**src/hdl/cocr_regs.vh**
```
// Offsets, field positions and reset values of the clock output control bytes
`ifndef COCR_REGS_VH
`define COCR_REGS_VH

// Byte offsets as seen on the command-byte port
`define COCR_OFF_PCI_EN       8'h02
`define COCR_OFF_AGP_PERIPH   8'h03
`define COCR_OFF_STRENGTH     8'h04
`define COCR_OFF_DDR_CTRL     8'h05
`define COCR_OFF_RESERVED     8'h06
`define COCR_OFF_DIVIDER_N    8'h07

// Power-up defaults
`define COCR_RST_PCI_EN       8'h7F
`define COCR_RST_AGP_PERIPH   8'h67
`define COCR_RST_STRENGTH     8'hCF
`define COCR_RST_DDR_CTRL     8'h7F
`define COCR_RST_RESERVED     8'h80
`define COCR_RST_DIVIDER_N    8'h00

// Byte 2 fields
`define COCR_PCI_STRONG_BIT   7
`define COCR_PCI_FREE_BIT     6
`define COCR_PCI_EN_MSB       4
`define COCR_PCI_EN_LSB       0

// Byte 3 fields
`define COCR_DUAL_RATE_48_BIT 7
`define COCR_USB_EN_BIT       6
`define COCR_DUAL_EN_BIT      5
`define COCR_SKEW_MSB         4
`define COCR_SKEW_LSB         3
`define COCR_GFX_B_EN_BIT     1
`define COCR_GFX_A_EN_BIT     0

// Byte 4 fields
`define COCR_USB_STR_BIT      7
`define COCR_DUAL_STR_BIT     6
`define COCR_RATIO_MSB        5
`define COCR_RATIO_LSB        4
`define COCR_REF_A_EN_BIT     3
`define COCR_REF_B_EN_BIT     2
`define COCR_REF_A_STR_BIT    1
`define COCR_REF_B_STR_BIT    0

// Byte 5 fields
`define COCR_THRESH_BIT       7
`define COCR_FB_EN_BIT        6
`define COCR_MEM_EN_MSB       5
`define COCR_MEM_EN_LSB       0

// Byte 7 fields
`define COCR_TEST_BIT         7
`define COCR_DIV_N_MSB        6
`define COCR_DIV_N_LSB        0

// Width of the registered output vector
`define COCR_OUT_W            40

`endif

```
**src/hdl/cocr_sync.v**
```verilog
// Two-flop synchroniser for levels arriving from pins
`timescale 1ns/1ps
module cocr_sync #(
  parameter W = 1
) (
  input  wire         clk,
  input  wire         rstn,
  input  wire         ce,
  input  wire [W-1:0] asyncIn,
  output wire [W-1:0] syncOut
);

  reg [W-1:0] stage1_reg;
  reg [W-1:0] stage2_reg;

  // First stage feeds only the second stage
  always @(posedge clk) begin
    if (!rstn) begin
      stage1_reg <= {W{1'b0}};
      stage2_reg <= {W{1'b0}};
    end else if (ce) begin
      stage1_reg <= asyncIn;
      stage2_reg <= stage1_reg;
    end
  end

  assign syncOut = stage2_reg;

endmodule

```
**src/hdl/cocr_out_stage.v**
```verilog
// Per-bit registered output stage with its own reset value
`timescale 1ns/1ps
module cocr_out_stage #(
  parameter W         = 8,
  parameter [W-1:0] RST = {W{1'b0}}
) (
  input  wire         clk,
  input  wire         rstn,
  input  wire         ce,
  input  wire [W-1:0] dIn,
  output wire [W-1:0] qOut
);

  genvar i;

  // One flop per control line
  generate
    for (i = 0; i < W; i = i + 1) begin : gBit
      reg bit_reg;
      always @(posedge clk) begin
        if (!rstn) begin
          bit_reg <= RST[i];
        end else if (ce) begin
          bit_reg <= dIn[i];
        end
      end
      assign qOut[i] = bit_reg;
    end
  endgenerate

endmodule

```
**src/hdl/cocr_top.v**
```verilog
// Clock output control register bank with registered control outputs
//
// Summary of operation
// - Enable bit 1 runs its output; 0 stops it low, both legs of pairs.
// - Dual-rate output defaults to 24 MHz; writing 1 selects 48 MHz at once.
// - USB and dual-rate strength bits: 1 single drive, 0 double drive.
// - First reference strength bit: 1 single drive, 0 double drive.
// - Second reference enable and strength act only in alternate processor mode.
// - Two-bit skew code shifts all graphics outputs: default, -280, +280, +480 ps.
// - Two-bit ratio code: frequency default, 2/1, 2.5/1 or 3/1.
// - Ratio override applies jointly to graphics and all PCI outputs.
// - Threshold bit in memory mode: 0 selects 1.15 V, 1 selects 1.05 V.
// - Bits 6 to 0 hold the feedback divider N, bit 6 most significant.
// - Retuning N leaves every derived clock ratio to the CPU clock unchanged.
// - Divider byte top bit is a test bit with no normal function.
// - Host divider used only when source select is 1, else table values.
`timescale 1ns/1ps
`include "cocr_regs.vh"
module cocr_top (
  input  wire       clk,
  input  wire       rstn,
  input  wire       ce,
  // Byte port from the serial engine, same clock
  input  wire       wrEn,
  input  wire       rdEn,
  input  wire [7:0] regAddr,
  input  wire [7:0] wrData,
  output wire [7:0] rdData,
  output wire       rdValid,
  // Mode strap and divider source, strap from a pin
  input  wire       alternateProcessorMode,
  input  wire       divider_source_sel,
  input  wire [6:0] romDividerN,
  // Control outputs: enables, drive strengths, selects, skew, ratios, threshold and divider
  output wire [4:0] pciOutEnable,
  output wire       pciFreeEnable,
  output wire       pciStrongDrive,
  output wire       fixedUsbClockEnable,
  output wire       dualRatePeriphEnable,
  output wire       dualRateSel48,
  output wire [1:0] graphicsClkEnable,
  output wire [1:0] agpSkewSel,
  output wire       fixedUsbDoubleDrive,
  output wire       dualRateDoubleDrive,
  output wire [1:0] agpRatioSel,
  output wire [1:0] pciRatioSel,
  output wire       refClockAEnable,
  output wire       refClockBEnable,
  output wire       refClockADoubleDrive,
  output wire       refClockBDoubleDrive,
  output wire       bufThresholdLow,
  output wire       feedbackClockEnable,
  output wire [5:0] memPairEnable,
  output wire [6:0] pllDividerN
);

  // Stored bytes
  reg  [7:0]  pciEn_reg;
  reg  [7:0]  agpPeriph_reg;
  reg  [7:0]  strength_reg;
  reg  [7:0]  ddrCtrl_reg;
  reg  [7:0]  dividerN_reg;
  reg  [7:0]  rdData_reg;
  reg  [7:0]  rdData_next;
  reg         rdValid_reg;

  wire        altModeSync;
  wire [`COCR_OUT_W-1:0] ctrlNext;
  wire [`COCR_OUT_W-1:0] ctrlQ;
  wire        refBEnEff;
  wire        refBStrEff;
  wire [6:0]  dividerNEff;
  wire [1:0]  ratioCode;
  wire [4:0]  pciOutEn_next;
  wire        pciFreeEn_next;
  wire        pciStrong_next;
  wire        usbEn_next;
  wire        dualEn_next;
  wire        dualSel48_next;
  wire [1:0]  gfxEn_next;
  wire [1:0]  skew_next;
  wire        usbDouble_next;
  wire        dualDouble_next;
  wire        refAEn_next;
  wire        refADouble_next;
  wire        threshLow_next;
  wire        fbEn_next;
  wire [5:0]  memEn_next;

  // output reset image
  // Built from the byte defaults so pins and registers agree in reset
  localparam [7:0] PCI_EN_DFLT = `COCR_RST_PCI_EN;
  localparam [7:0] AGP_DFLT    = `COCR_RST_AGP_PERIPH;
  localparam [7:0] STR_DFLT    = `COCR_RST_STRENGTH;
  localparam [7:0] DDR_DFLT    = `COCR_RST_DDR_CTRL;
  localparam [7:0] DIV_DFLT    = `COCR_RST_DIVIDER_N;
  localparam [`COCR_OUT_W-1:0] OUT_RST = {
    PCI_EN_DFLT[`COCR_PCI_EN_MSB:`COCR_PCI_EN_LSB],
    PCI_EN_DFLT[`COCR_PCI_FREE_BIT],
    PCI_EN_DFLT[`COCR_PCI_STRONG_BIT],
    AGP_DFLT[`COCR_USB_EN_BIT],
    AGP_DFLT[`COCR_DUAL_EN_BIT],
    AGP_DFLT[`COCR_DUAL_RATE_48_BIT],
    AGP_DFLT[`COCR_GFX_B_EN_BIT],
    AGP_DFLT[`COCR_GFX_A_EN_BIT],
    AGP_DFLT[`COCR_SKEW_MSB:`COCR_SKEW_LSB],
    ~STR_DFLT[`COCR_USB_STR_BIT],
    ~STR_DFLT[`COCR_DUAL_STR_BIT],
    STR_DFLT[`COCR_RATIO_MSB:`COCR_RATIO_LSB],
    STR_DFLT[`COCR_RATIO_MSB:`COCR_RATIO_LSB],
    STR_DFLT[`COCR_REF_A_EN_BIT],
    1'b0,                                          // Second reference off before strap
    ~STR_DFLT[`COCR_REF_A_STR_BIT],
    1'b0,                                          // Second reference single drive
    DDR_DFLT[`COCR_THRESH_BIT],
    DDR_DFLT[`COCR_FB_EN_BIT],
    DDR_DFLT[`COCR_MEM_EN_MSB:`COCR_MEM_EN_LSB],
    1'b0,
    DIV_DFLT[`COCR_DIV_N_MSB:`COCR_DIV_N_LSB]
  };

  // Strap comes from a pin, so it is synchronised first
  cocr_sync #(
    .W (1)
  ) uStrapSync (
    .clk     (clk),
    .rstn    (rstn),
    .ce      (ce),
    .asyncIn (alternateProcessorMode),
    .syncOut (altModeSync)
  );

  // load defaults
  // Register writes; byte 6 has no storage
  always @(posedge clk) begin
    if (!rstn) begin
      pciEn_reg     <= `COCR_RST_PCI_EN;
      agpPeriph_reg <= `COCR_RST_AGP_PERIPH;
      strength_reg  <= `COCR_RST_STRENGTH;
      ddrCtrl_reg   <= `COCR_RST_DDR_CTRL;
      dividerN_reg  <= `COCR_RST_DIVIDER_N;
    end else if (ce && wrEn) begin
      if (regAddr == `COCR_OFF_PCI_EN) begin
        pciEn_reg <= wrData;
      end else if (regAddr == `COCR_OFF_AGP_PERIPH) begin
        agpPeriph_reg <= wrData;
      end else if (regAddr == `COCR_OFF_STRENGTH) begin
        strength_reg <= wrData;
      end else if (regAddr == `COCR_OFF_DDR_CTRL) begin
        ddrCtrl_reg <= wrData;
      end else if (regAddr == `COCR_OFF_DIVIDER_N) begin
        dividerN_reg <= wrData;
      end
    end
  end

  // read back
  // Read mux; unmapped offsets return zero
  always @* begin
    rdData_next = 8'h00;
    if (regAddr == `COCR_OFF_PCI_EN) begin
      rdData_next = pciEn_reg;
    end else if (regAddr == `COCR_OFF_AGP_PERIPH) begin
      rdData_next = agpPeriph_reg;
    end else if (regAddr == `COCR_OFF_STRENGTH) begin
      rdData_next = strength_reg;
    end else if (regAddr == `COCR_OFF_DDR_CTRL) begin
      rdData_next = ddrCtrl_reg;
    end else if (regAddr == `COCR_OFF_RESERVED) begin
      rdData_next = `COCR_RST_RESERVED;
    end else if (regAddr == `COCR_OFF_DIVIDER_N) begin
      rdData_next = dividerN_reg;
    end
  end

  // Read data held until the next read
  always @(posedge clk) begin
    if (!rstn) begin
      rdData_reg  <= 8'h00;
      rdValid_reg <= 1'b0;
    end else if (ce) begin
      rdValid_reg <= rdEn;
      if (rdEn) begin
        rdData_reg <= rdData_next;
      end
    end
  end

  assign rdData  = rdData_reg;
  assign rdValid = rdValid_reg;

  // alternate mode gate
  // Second reference is off and single drive outside alternate mode
  assign refBEnEff  = altModeSync & strength_reg[`COCR_REF_B_EN_BIT];
  assign refBStrEff = altModeSync & ~strength_reg[`COCR_REF_B_STR_BIT];

  // divider source
  // Host divider only when the source select is set
  assign dividerNEff = divider_source_sel ?
                       dividerN_reg[`COCR_DIV_N_MSB:`COCR_DIV_N_LSB] : romDividerN;

  // ratios independent of N
  // Ratio code never depends on the divider value
  assign ratioCode = strength_reg[`COCR_RATIO_MSB:`COCR_RATIO_LSB];

  // enable bits
  // Run or stop lines taken straight from the stored bytes
  assign pciOutEn_next  = pciEn_reg[`COCR_PCI_EN_MSB:`COCR_PCI_EN_LSB];
  assign pciFreeEn_next = pciEn_reg[`COCR_PCI_FREE_BIT];
  assign usbEn_next     = agpPeriph_reg[`COCR_USB_EN_BIT];
  assign dualEn_next    = agpPeriph_reg[`COCR_DUAL_EN_BIT];
  assign gfxEn_next     = {agpPeriph_reg[`COCR_GFX_B_EN_BIT], agpPeriph_reg[`COCR_GFX_A_EN_BIT]};
  assign refAEn_next    = strength_reg[`COCR_REF_A_EN_BIT];
  assign fbEn_next      = ddrCtrl_reg[`COCR_FB_EN_BIT];
  // One enable per memory pair covers both legs
  assign memEn_next     = ddrCtrl_reg[`COCR_MEM_EN_MSB:`COCR_MEM_EN_LSB];

  // PCI drive boost is a plain stored bit
  assign pciStrong_next = pciEn_reg[`COCR_PCI_STRONG_BIT];

  // rate select
  // Level goes out unsynchronised to the peripheral clock
  assign dualSel48_next = agpPeriph_reg[`COCR_DUAL_RATE_48_BIT];

  // skew code
  // One code shifts all graphics outputs together
  assign skew_next = agpPeriph_reg[`COCR_SKEW_MSB:`COCR_SKEW_LSB];

  // inverted strength
  // Stored 1 is single drive, so the double-drive lines invert
  assign usbDouble_next  = ~strength_reg[`COCR_USB_STR_BIT];
  assign dualDouble_next = ~strength_reg[`COCR_DUAL_STR_BIT];

  assign refADouble_next = ~strength_reg[`COCR_REF_A_STR_BIT];

  // threshold select
  // Exported in every mode; only memory mode applies it
  assign threshLow_next = ddrCtrl_reg[`COCR_THRESH_BIT];

  // Control vector handed to the output flops
  assign ctrlNext = {
    pciOutEn_next,                                     // 39:35
    pciFreeEn_next,                                    // 34
    pciStrong_next,                                    // 33
    usbEn_next,                                        // 32
    dualEn_next,                                       // 31
    dualSel48_next,                                    // 30
    gfxEn_next,                                        // 29:28
    skew_next,                                         // 27:26
    usbDouble_next,                                    // 25
    dualDouble_next,                                   // 24
    ratioCode,                                         // 23:22
    ratioCode,                                         // 21:20
    refAEn_next,                                       // 19
    refBEnEff,                                         // 18
    refADouble_next,                                   // 17
    refBStrEff,                                        // 16
    threshLow_next,                                    // 15
    fbEn_next,                                         // 14
    memEn_next,                                        // 13:8
    1'b0,                                              // 7 spare
    dividerNEff                                        // 6:0
  };

  // Registered outputs; reset value mirrors the register defaults
  cocr_out_stage #(
    .W   (`COCR_OUT_W),
    .RST (OUT_RST)
  ) uOutStage (
    .clk  (clk),
    .rstn (rstn),
    .ce   (ce),
    .dIn  (ctrlNext),
    .qOut (ctrlQ)
  );

  // Output fan-out
  assign pciOutEnable         = ctrlQ[39:35];
  assign pciFreeEnable        = ctrlQ[34];
  assign pciStrongDrive       = ctrlQ[33];
  assign fixedUsbClockEnable  = ctrlQ[32];
  assign dualRatePeriphEnable = ctrlQ[31];
  assign dualRateSel48        = ctrlQ[30];
  assign graphicsClkEnable    = ctrlQ[29:28];
  assign agpSkewSel           = ctrlQ[27:26];
  assign fixedUsbDoubleDrive  = ctrlQ[25];
  assign dualRateDoubleDrive  = ctrlQ[24];
  assign agpRatioSel          = ctrlQ[23:22];
  assign pciRatioSel          = ctrlQ[21:20];
  assign refClockAEnable      = ctrlQ[19];
  assign refClockBEnable      = ctrlQ[18];
  assign refClockADoubleDrive = ctrlQ[17];
  assign refClockBDoubleDrive = ctrlQ[16];
  assign bufThresholdLow      = ctrlQ[15];
  assign feedbackClockEnable  = ctrlQ[14];
  assign memPairEnable        = ctrlQ[13:8];
  assign pllDividerN          = ctrlQ[6:0];

endmodule

```
**config.mk**
```make
export PLATFORM = sky130hd
export DESIGN_NAME = cocr_top
export DESIGN_NICKNAME = d
export VERILOG_FILES = /design/src/hdl/cocr_sync.v /design/src/hdl/cocr_out_stage.v /design/src/hdl/cocr_top.v
export VERILOG_INCLUDE_DIRS = /design/src /design/src/hdl
export SDC_FILE = /design/constraint.sdc
export NUM_CORES = 1
export LEC_CHECK = 0
export BUFFER_PORTS_ARGS = -buffer_cell sky130_fd_sc_hd__clkbuf_2
export CAP_MARGIN = 5
export CORE_ASPECT_RATIO = 0.75
export CORE_MARGIN = 3
export CORE_UTILIZATION = 50
export DETAILED_ROUTE_END_ITERATION = 6
export PLACE_DENSITY = 0.73
export SLEW_MARGIN = 20
export SYNTH_ARGS = -nofsm -noshare
export SYNTH_HDL_FRONTEND = slang
export SYNTH_HIERARCHICAL = 1
export SYNTH_SLANG_ARGS = --single-unit
export TNS_END_PERCENT = 50
```
**constraint.sdc**
```tcl
create_clock -name clk -period 2.1 [get_ports clk]
set_input_delay 0.105 -clock clk [delete_from_list [all_inputs] [get_ports clk]]
set_output_delay 0.105 -clock clk [all_outputs]
set_load 0.01 [all_outputs]
```
==> flow_summary.json, run 1 <==
{
  "start_kind": "input pin",
  "start_util": 0.520,
  "antennaDiodeCount": 0,
  "cp_top_family": "simple AND/OR/NAND/NOR gates",
  "cts.sinks": 90,
  "cellLeakagePower_nw": 1.98,
  "cts_resized": 0,
  "powerDensity_mw_per_mm2": 729,
  "design.portCount": 78,
  "dr.pass1.iters": 5,
  "cp.depth": 5,
  "slew_viol_final": 0,
  "setup_viol": 0,
  "drtIter0Drc": 284,
  "synth_area_per_cell_sq_um": 9.69,
  "maxCapViolations": 0,
  "fp-row-count": 28,
  "status": "finished, final reports clean",
  "ant_nets": 0,
  "core_area_sq_mm": 0.00799,
  "grt.busiest_layer": "met2",
  "slowest_stage": "or4_4",
  "irDropWorstVdd_uv": 350,
  "crit_type": "input pin to flop",
  "synthCells": 429,
  "critPathBufInv": 1,
  "cp_max_fo": 8,
  "fin_tns_setup_ns": 0,
  "fillers": 748,
  "grt_usage": 0.208,
  "cts_buffer_depth": 2,
  "grt_max_degree": 43,
  "post_cts.repair.setup_buffers": 0,
  "grt_util_met3": 0.0542,
  "die_h_microns": 85.0,
  "cp-end-kind": "flop",
  "use_met2": 0.315,
  "port_buffers": 77,
  "dp_cells": 557,
  "cts_hold_buf": 0,
  "fmax_mhz": 658,
  "hold_depth": 3,
  "finalNetCount": 493,
  "clock_latency_ns": 0.36,
  "r2r_cells": 4,
  "grtUsageMet1": 0.291,
  "area_delta_synth_final_pct": 8.70,
  "clk_pin_slew_worst_paths_ns": 0.09,
  "final_common_cell": "dfxtp_1",
  "hp-class": "input pin to flop",
  "htreeDepth": 3,
  "final_cell_mix": "90 x dfxtp_1, 85 x nand2_1, 77 x mux2i_1, 77 x clkbuf_2, 29 x nor2b_1",
  "cts_tree": "yes",
  "wl_per_cell_microns": 16.6,
  "post-route-min-period_ns": 1.52,
  "vias_per_cell": 5.35,
  "largest_reg_flops": 39,
  "rsz0062_at_grt": "false",
  "drive_above_1_share": 0.250,
  "hpwl_microns": 7140,
  "dieArea_sq_mm": 0.00945,
  "min_period_over_period": 0.723,
  "finalNonFillerCells": 573,
  "vias": 3067,
  "cts_inserted_buffers": 9,
  "antenna_found_initial": 0,
  "grt_pass1_vias": 3043,
  "relSlewSlack": 0.598,
  "path_cells": "clkbuf_2, or4_4, nor3_1, and4_1, mux2i_1",
  "drc": 0,
  "hold_violations": 0,
  "synth_nets": 459,
  "gp_congestion": 0.901,
  "critPathRequiredTime_ns": 2.39,
  "cp.arrival_ns": 1.81,
  "tightest_slew_ns": 0.597,
  "die_w_microns": 111,
  "finalPower_mw": 3.29,
  "grt-ovfl-total": 0,
  "cts_root_buffer": "clkbuf_8",
  "cp_slowest_stage_delay_ns": 0.58,
  "wl_microns": 9510,
  "syn-cell-area_sq_mm": 0.00416,
  "fin_worst_skew_ns": 0.00580,
  "ys_warn_count": 6,
  "grt_pass1_wl_microns": 15700
}
==> path summary, 6_finish.rpt <==
kind                                                  from                    endpoint  slack (ns)
worst min register to register  uOutStage/gBit[38].bit_reg  uOutStage/gBit[38].bit_reg        0.48
worst max register to register             dividerN_reg[3]                   rdData[3]        0.89
worst min-delay path                alternateProcessorMode       uStrapSync/stage1_reg        0.01
worst max-delay path                            regAddr[4]             dividerN_reg[7]        0.58
==> layout make-up <==
type,instances,area [sq um],share of cell area
clock buffers,10,138,0.0305
clock inverters,6,88.8,0.0197
inverters,5,18.8,0.00416
multi-input cells,268,1860,0.412
flip-flops and latches,90,1800,0.399
well taps,105,131,0.0291
repair buffers,89,475,0.105
==> power by group <==
part | internal, mW | leakage, nW | switching, mW
Sequential | 1.72 | 0.728 | 0.00765
Clock | 0.704 | 0.109 | 0.618
Combinational | 0.101 | 1.14 | 0.144
==> routing by layer <==
layer	up-vias	wire, microns
met1	1433	4580
li1	1492	-
met4	0	113
met2	131	4100
met3	11	722
met5	-	0
==> per-stage QoR <==
step | hold slack, ns | utilization | instance area (sq um) | setup WS [ns]
floorplan | 0.230 | - | 4160 | 0.576
global placement | 0.371 | 0.537 | 4290 | 0.311
detailed placement | 0.384 | 0.537 | 4290 | 0.228
CTS | 0.00403 | 0.565 | 4520 | 0.616
global route | 0.0318 | 0.565 | 4520 | 0.453
finish | 0.00968 | 0.565 | 4520 | 0.581
==> tightest hold or removal path, delay by kind of cell <==
kind	cells	cell delay, ns
buffers and inverters	1	0.08
multiplexers	1	0.06
AND/OR/NAND/NOR	1	0.10
(Power assumes the default switching activity.)
==> run 2, diff against run 1 <==
PLACE_DENSITY = 0.76   (was 0.73)
clock period = 1.2 ns   (was 2.1 ns; I/O delays follow)
==> run 2 against run 1 <==
Effect of this change:
- the flow now finishes with violations (design-rule violations, negative setup slack)
- cell count grew 6.1%
- worst hold slack gained 0.019 ns
- sequential cell count is the same
- global-route usage grew 0.67 points
- clock power grew 39%
- wire length grew 5.4%
- sequential share of layout area shrank 2.7 points
- die area is the same
- combinational power grew 110%
- non-clock buffer count grew 35
- cell area grew 7.3%
- critical path type unchanged
- critical endpoint is now pciEn_reg[6]
- largest power group unchanged
- highest routed layer unchanged
==> flow_summary.json, run 2 (synthesized netlist as in run 1, its figures left out) <==
{
  "dr.pass1.iters": 7,
  "core_area_sq_mm": 0.00799,
  "antennaDiodeCount": 0,
  "cts_inserted_buffers": 9,
  "post-route-min-period_ns": 1.23,
  "drc": 4,
  "relSlewSlack": 0.676,
  "critPathRequiredTime_ns": 1.45,
  "dieArea_sq_mm": 0.00945,
  "rsz0062_at_grt": "true",
  "p_sw_mw": 1.37,
  "powerDensity_mw_per_mm2": 1100,
  "htreeDepth": 3,
  "vias_per_cell": 5.26,
  "final_cell_mix": "89 x dfxtp_1, 85 x nand2_1, 76 x mux2i_1, 76 x clkbuf_2, 39 x buf_4",
  "ant_nets": 0,
  "largest_reg_flops": 39,
  "finalPower_mw": 5.36,
  "grt-ovfl-total": 0,
  "cellLeakagePower_nw": 2.17,
  "cts_tree": "yes",
  "seqPwrFrac": 0.564,
  "cts.sinks": 90,
  "grt_pass1_wl_microns": 16100,
  "dp_cells": 589,
  "design.portCount": 78,
  "area_delta_synth_final_pct": 16.7,
  "maxCapViolations": 0,
  "drive_above_1_share": 0.316,
  "port_buffers": 77,
  "failed_checks": "design-rule violations, negative setup slack",
  "swShare": 0.255,
  "die_w_microns": 111,
  "finalNetCount": 528,
  "antenna_found_initial": 0,
  "final_common_cell": "dfxtp_1",
  "slew_viol_final": 0,
  "cts_root_buffer": "clkbuf_8",
  "clk_pin_slew_worst_paths_ns": 0.09,
  "grt_max_degree": 47,
  "fmax_mhz": 811,
  "cts_buffer_depth": 2,
  "wl_per_cell_microns": 16.5,
  "p_int_mw": 3.99,
  "wl_microns": 10000,
  "fp-row-count": 28,
  "cp.arrival_ns": 1.49,
  "fin_ws_ns": -0.0334,
  "start_util": 0.520,
  "cp_max_fo": 8,
  "grt_usage": 0.214,
  "status": "finished, violations left",
  "combPwrFrac": 0.095,
  "grt_pass1_vias": 3046,
  "hp-class": "input pin to flop",
  "crit_type": "input pin to flop",
  "cp-end-kind": "flop",
  "min_period_over_period": 1.03,
  "die_h_microns": 85.0,
  "tightest_slew_ns": 0.487,
  "setup_viol": 4,
  "fillers": 702,
  "gp_congestion": 0.910,
  "hpwl_microns": 7440,
  "irDropWorstVdd_uv": 570,
  "vias": 3200,
  "hold_violations": 0,
  "clock_latency_ns": 0.37,
  "drtIter0Drc": 203,
  "pwr-share-clk": 0.341,
  "fin_worst_skew_ns": 0.0102,
  "finalNonFillerCells": 608,
  "start_kind": "input pin"
}
run 2: path summary, 6_finish.rpt:
kind | slack (ns) | from | to | cells after the start
worst max-delay path | -0.03 | regAddr[3] | pciEn_reg[6] | 6
worst min register to register | 0.48 | dividerN_reg[7] | dividerN_reg[7] | 2
worst max register to register | 0.02 | dividerN_reg[5] | rdData[5] | 4
worst min-delay path | 0.03 | wrData[1] | dividerN_reg[1] | 3
run 2: layout make-up:
class | count | area (sq um) | area share
Sequential cell | 90 | 1800 | 0.372
Timing Repair Buffer | 124 | 807 | 0.166
Clock buffer | 10 | 128 | 0.0263
Clock inverter | 6 | 42.5 | 0.00877
Inverter | 5 | 18.8 | 0.00387
Tap cell | 105 | 131 | 0.0271
Multi-Input combinational cell | 268 | 1920 | 0.396
run 2: power by group through the flow:
| stage | logic, mW | clock network [mW] | registers, mW |
|---|---|---|---|
| after floorplan | 0.297 | 0 | 3.09 |
| after global routing | 0.545 | 2.02 | 3.02 |
| after CTS | 0.493 | 1.89 | 3.02 |
| final | 0.508 | 1.83 | 3.02 |
| after detailed placement | 0.481 | 0 | 3.09 |
| after global placement | 0.474 | 0 | 3.09 |
run 2: metrics by stage:
| step | hold slack [ns] | utilization | setup TNS (ns) | setup slack (ns) | area (sq um) |
|---|---|---|---|---|---|
| 5_1_grt | 0.0112 | 0.607 | -0.520 | -0.0641 | 4850 |
| 6_report | 0.0290 | 0.607 | -0.0854 | -0.0334 | 4850 |
| 3_5_place_dp | 0.332 | 0.574 | -14.00 | -0.487 | 4590 |
| 4_1_cts | 0.00652 | 0.602 | 0 | 0.000791 | 4810 |
| 2_1_floorplan | 0.180 | - | -5.76 | -0.240 | 4170 |
| 3_3_place_gp | 0.325 | 0.574 | -13.11 | -0.426 | 4590 |
run 2: timing repair:
action	4_1_cts	5_1_grt
endpoints found under the setup margin	20	23
buffers inserted	1	0
hold buffers	2	0
resized for setup	7	10
hold endpoints to repair	3	0
pin swaps	4	3
run 2: layer usage:
layer | global-route usage | up-vias | part of all wire
met5 | 0 | - | 0
met4 | 0.0497 | 0 | 0.012
met3 | 0.0599 | 14 | 0.084
met2 | 0.321 | 122 | 0.43
met1 | 0.309 | 1500 | 0.47
li1 | - | 1564 | -
run 2: worst max-delay path, stage by stage:
cell and delay, ns:
buf_6 0.09, or4_4 0.60, nor4b_4 0.27, buf_6 0.19
mux2i_2 0.21, nand2_1 0.06
==> run 3, diff against run 2 <==
PLACE_DENSITY = 0.86   (was 0.76)
==> run 3 against run 2 <==
Effect of this change:
- fmax about the same
- wire length up 2.3%
- via count up 3.0%
- global-route usage up 0.49 points
- largest cell class unchanged
- critical path depth unchanged
- die area unchanged
- sequential share of layout area up 0.17 points
- the run ends with negative setup slack left
- worst hold slack worse by 0.00092 ns
- sequential power about the same
- highest routed layer unchanged
- register-to-register slack better by 0.03 ns
==> flow_summary.json, run 3 (synthesized netlist as in run 1, its figures left out) <==
{
  "rsz0062_at_grt": "true",
  "irDropWorstVdd_uv": 929,
  "clk_pin_slew_worst_paths_ns": 0.09,
  "cts_inserted_buffers": 9,
  "cp.arrival_ns": 1.50,
  "ant_nets": 0,
  "gp_congestion": 0.945,
  "drtIter0Drc": 192,
  "clock_latency_ns": 0.37,
  "grt-ovfl-total": 0,
  "cellLeakagePower_nw": 2.16,
  "antenna_found_initial": 0,
  "area_delta_synth_final_pct": 16.4,
  "finalNetCount": 530,
  "hpwl_microns": 7680,
  "antennaDiodeCount": 0,
  "critPathRequiredTime_ns": 1.46,
  "failed_checks": "negative setup slack",
  "status": "finished, violations left",
  "final_common_cell": "dfxtp_1",
  "cts_buffer_depth": 2,
  "tightest_slew_ns": 0.362,
  "design_area_sq_mm": 0.00484,
  "largest_reg_flops": 39,
  "cts_tree": "yes",
  "htreeDepth": 3,
  "hp-class": "input pin to flop",
  "vias_per_cell": 5.40,
  "finalPower_mw": 5.38,
  "top_layer_used": "met4",
  "core_area_sq_mm": 0.00799,
  "fmax_mhz": 811,
  "port_buffers": 77,
  "grt_pass1_wl_microns": 16100,
  "die_h_microns": 85.0,
  "dr_wl_met3_microns": 836,
  "grt_pass1_vias": 3179,
  "vias": 3296,
  "start_kind": "input pin",
  "placed_area_sq_mm": 0.00457,
  "drc": 0,
  "grt_max_degree": 40,
  "final_cell_mix": "86 x dfxtp_1, 85 x nand2_1, 77 x mux2i_1",
  "grt_usage": 0.219,
  "dieArea_sq_mm": 0.00945,
  "cts.sinks": 90,
  "hold_ws_ns": 0.0280,
  "slew_viol_final": 0,
  "min_from": "wrData[2]",
  "fin_worst_skew_ns": 0.0147,
  "wl_per_cell_microns": 16.8,
  "min_period_over_period": 1.03,
  "fin_ws_ns": -0.0337,
  "maxCapViolations": 0,
  "hold_violations": 0,
  "dr_wl_met2_microns": 4490,
  "post-route-min-period_ns": 1.23,
  "wl_met1_microns": 4720,
  "relSlewSlack": 0.759,
  "cp_max_fo": 8,
  "postLayoutCoreUtil": 0.605,
  "fin_tns_setup_ns": -0.136,
  "setup_viol": 8,
  "powerDensity_mw_per_mm2": 1110,
  "cp-end-kind": "flop",
  "dr.pass1.iters": 5,
  "die_w_microns": 111,
  "start_util": 0.520,
  "reg2reg_from": "ddrCtrl_reg[5]",
  "cts_root_buffer": "clkbuf_8",
  "wl_microns": 10300,
  "fp-row-count": 28,
  "cp-startpoint": "regAddr[4]",
  "design.portCount": 78,
  "crit_type": "input pin to flop",
  "drive_above_1_share": 0.315
}
[run 3: cell types whose count changed in the layout (fill, tap and decap cells not counted), moves of 2 or more]
cell,before,now
dfxtp_1,89,86
dfxtp_2,1,4
buf_4,39,41
dlygate4sd3_1,2,4
[run 3: routing by layer]
metal / track usage / up-vias
met4: 0.0796 / 0
met3: 0.0713 / 19
met5: 0 / -
li1: - / 1566
met2: 0.333 / 161
met1: 0.295 / 1550
[run 3: final timing paths]
kind	end	slack, ns	cells past startpoint
worst max register to register	rdData[5]	0.05	4
worst min-delay path	dividerN_reg[2]	0.03	3
worst min register to register	dividerN_reg[7]	0.47	2
worst max-delay path	pciEn_reg[3]	-0.03	6
[run 3: report_power, final]
part / internal [mW] / switching, mW
logic: 0.233 / 0.284
clock network: 0.756 / 1.08
registers: 3.01 / 0.0144
[run 3: what timing repair did]
| action | CTS | global route |
|---|---|---|
| resized for setup | 2 | 11 |
| hold buffers | 4 | 0 |
| pin swaps | 3 | 4 |
| setup buffers | 1 | 1 |
| endpoints found under the setup margin | 17 | 26 |
| hold endpoints to repair | 6 | 0 |
[run 3: metrics by stage]
step,instances,setup WS (ns)
5_1_grt,610,-0.0558
3_5_place_dp,588,-0.483
2_1_floorplan,429,-0.240
6_report,610,-0.0337
3_3_place_gp,588,-0.398
4_1_cts,609,-0.00966
[run 3: layout make-up]
class,instances,area (sq um)
clock buffer,10,128
clock inverter,6,42.5
fill,701,3150
inverter,5,18.8
multi-input combinational,268,1900
sequential,90,1810
tap,105,131
timing repair buffer,126,811
[run 3: worst max-delay path, cell delays in order]
cell and delay (ns):
buf_6 0.09, or4_4 0.59, nor4b_2 0.23, buf_4 0.23, mux2i_1 0.22, nand2_1 0.07
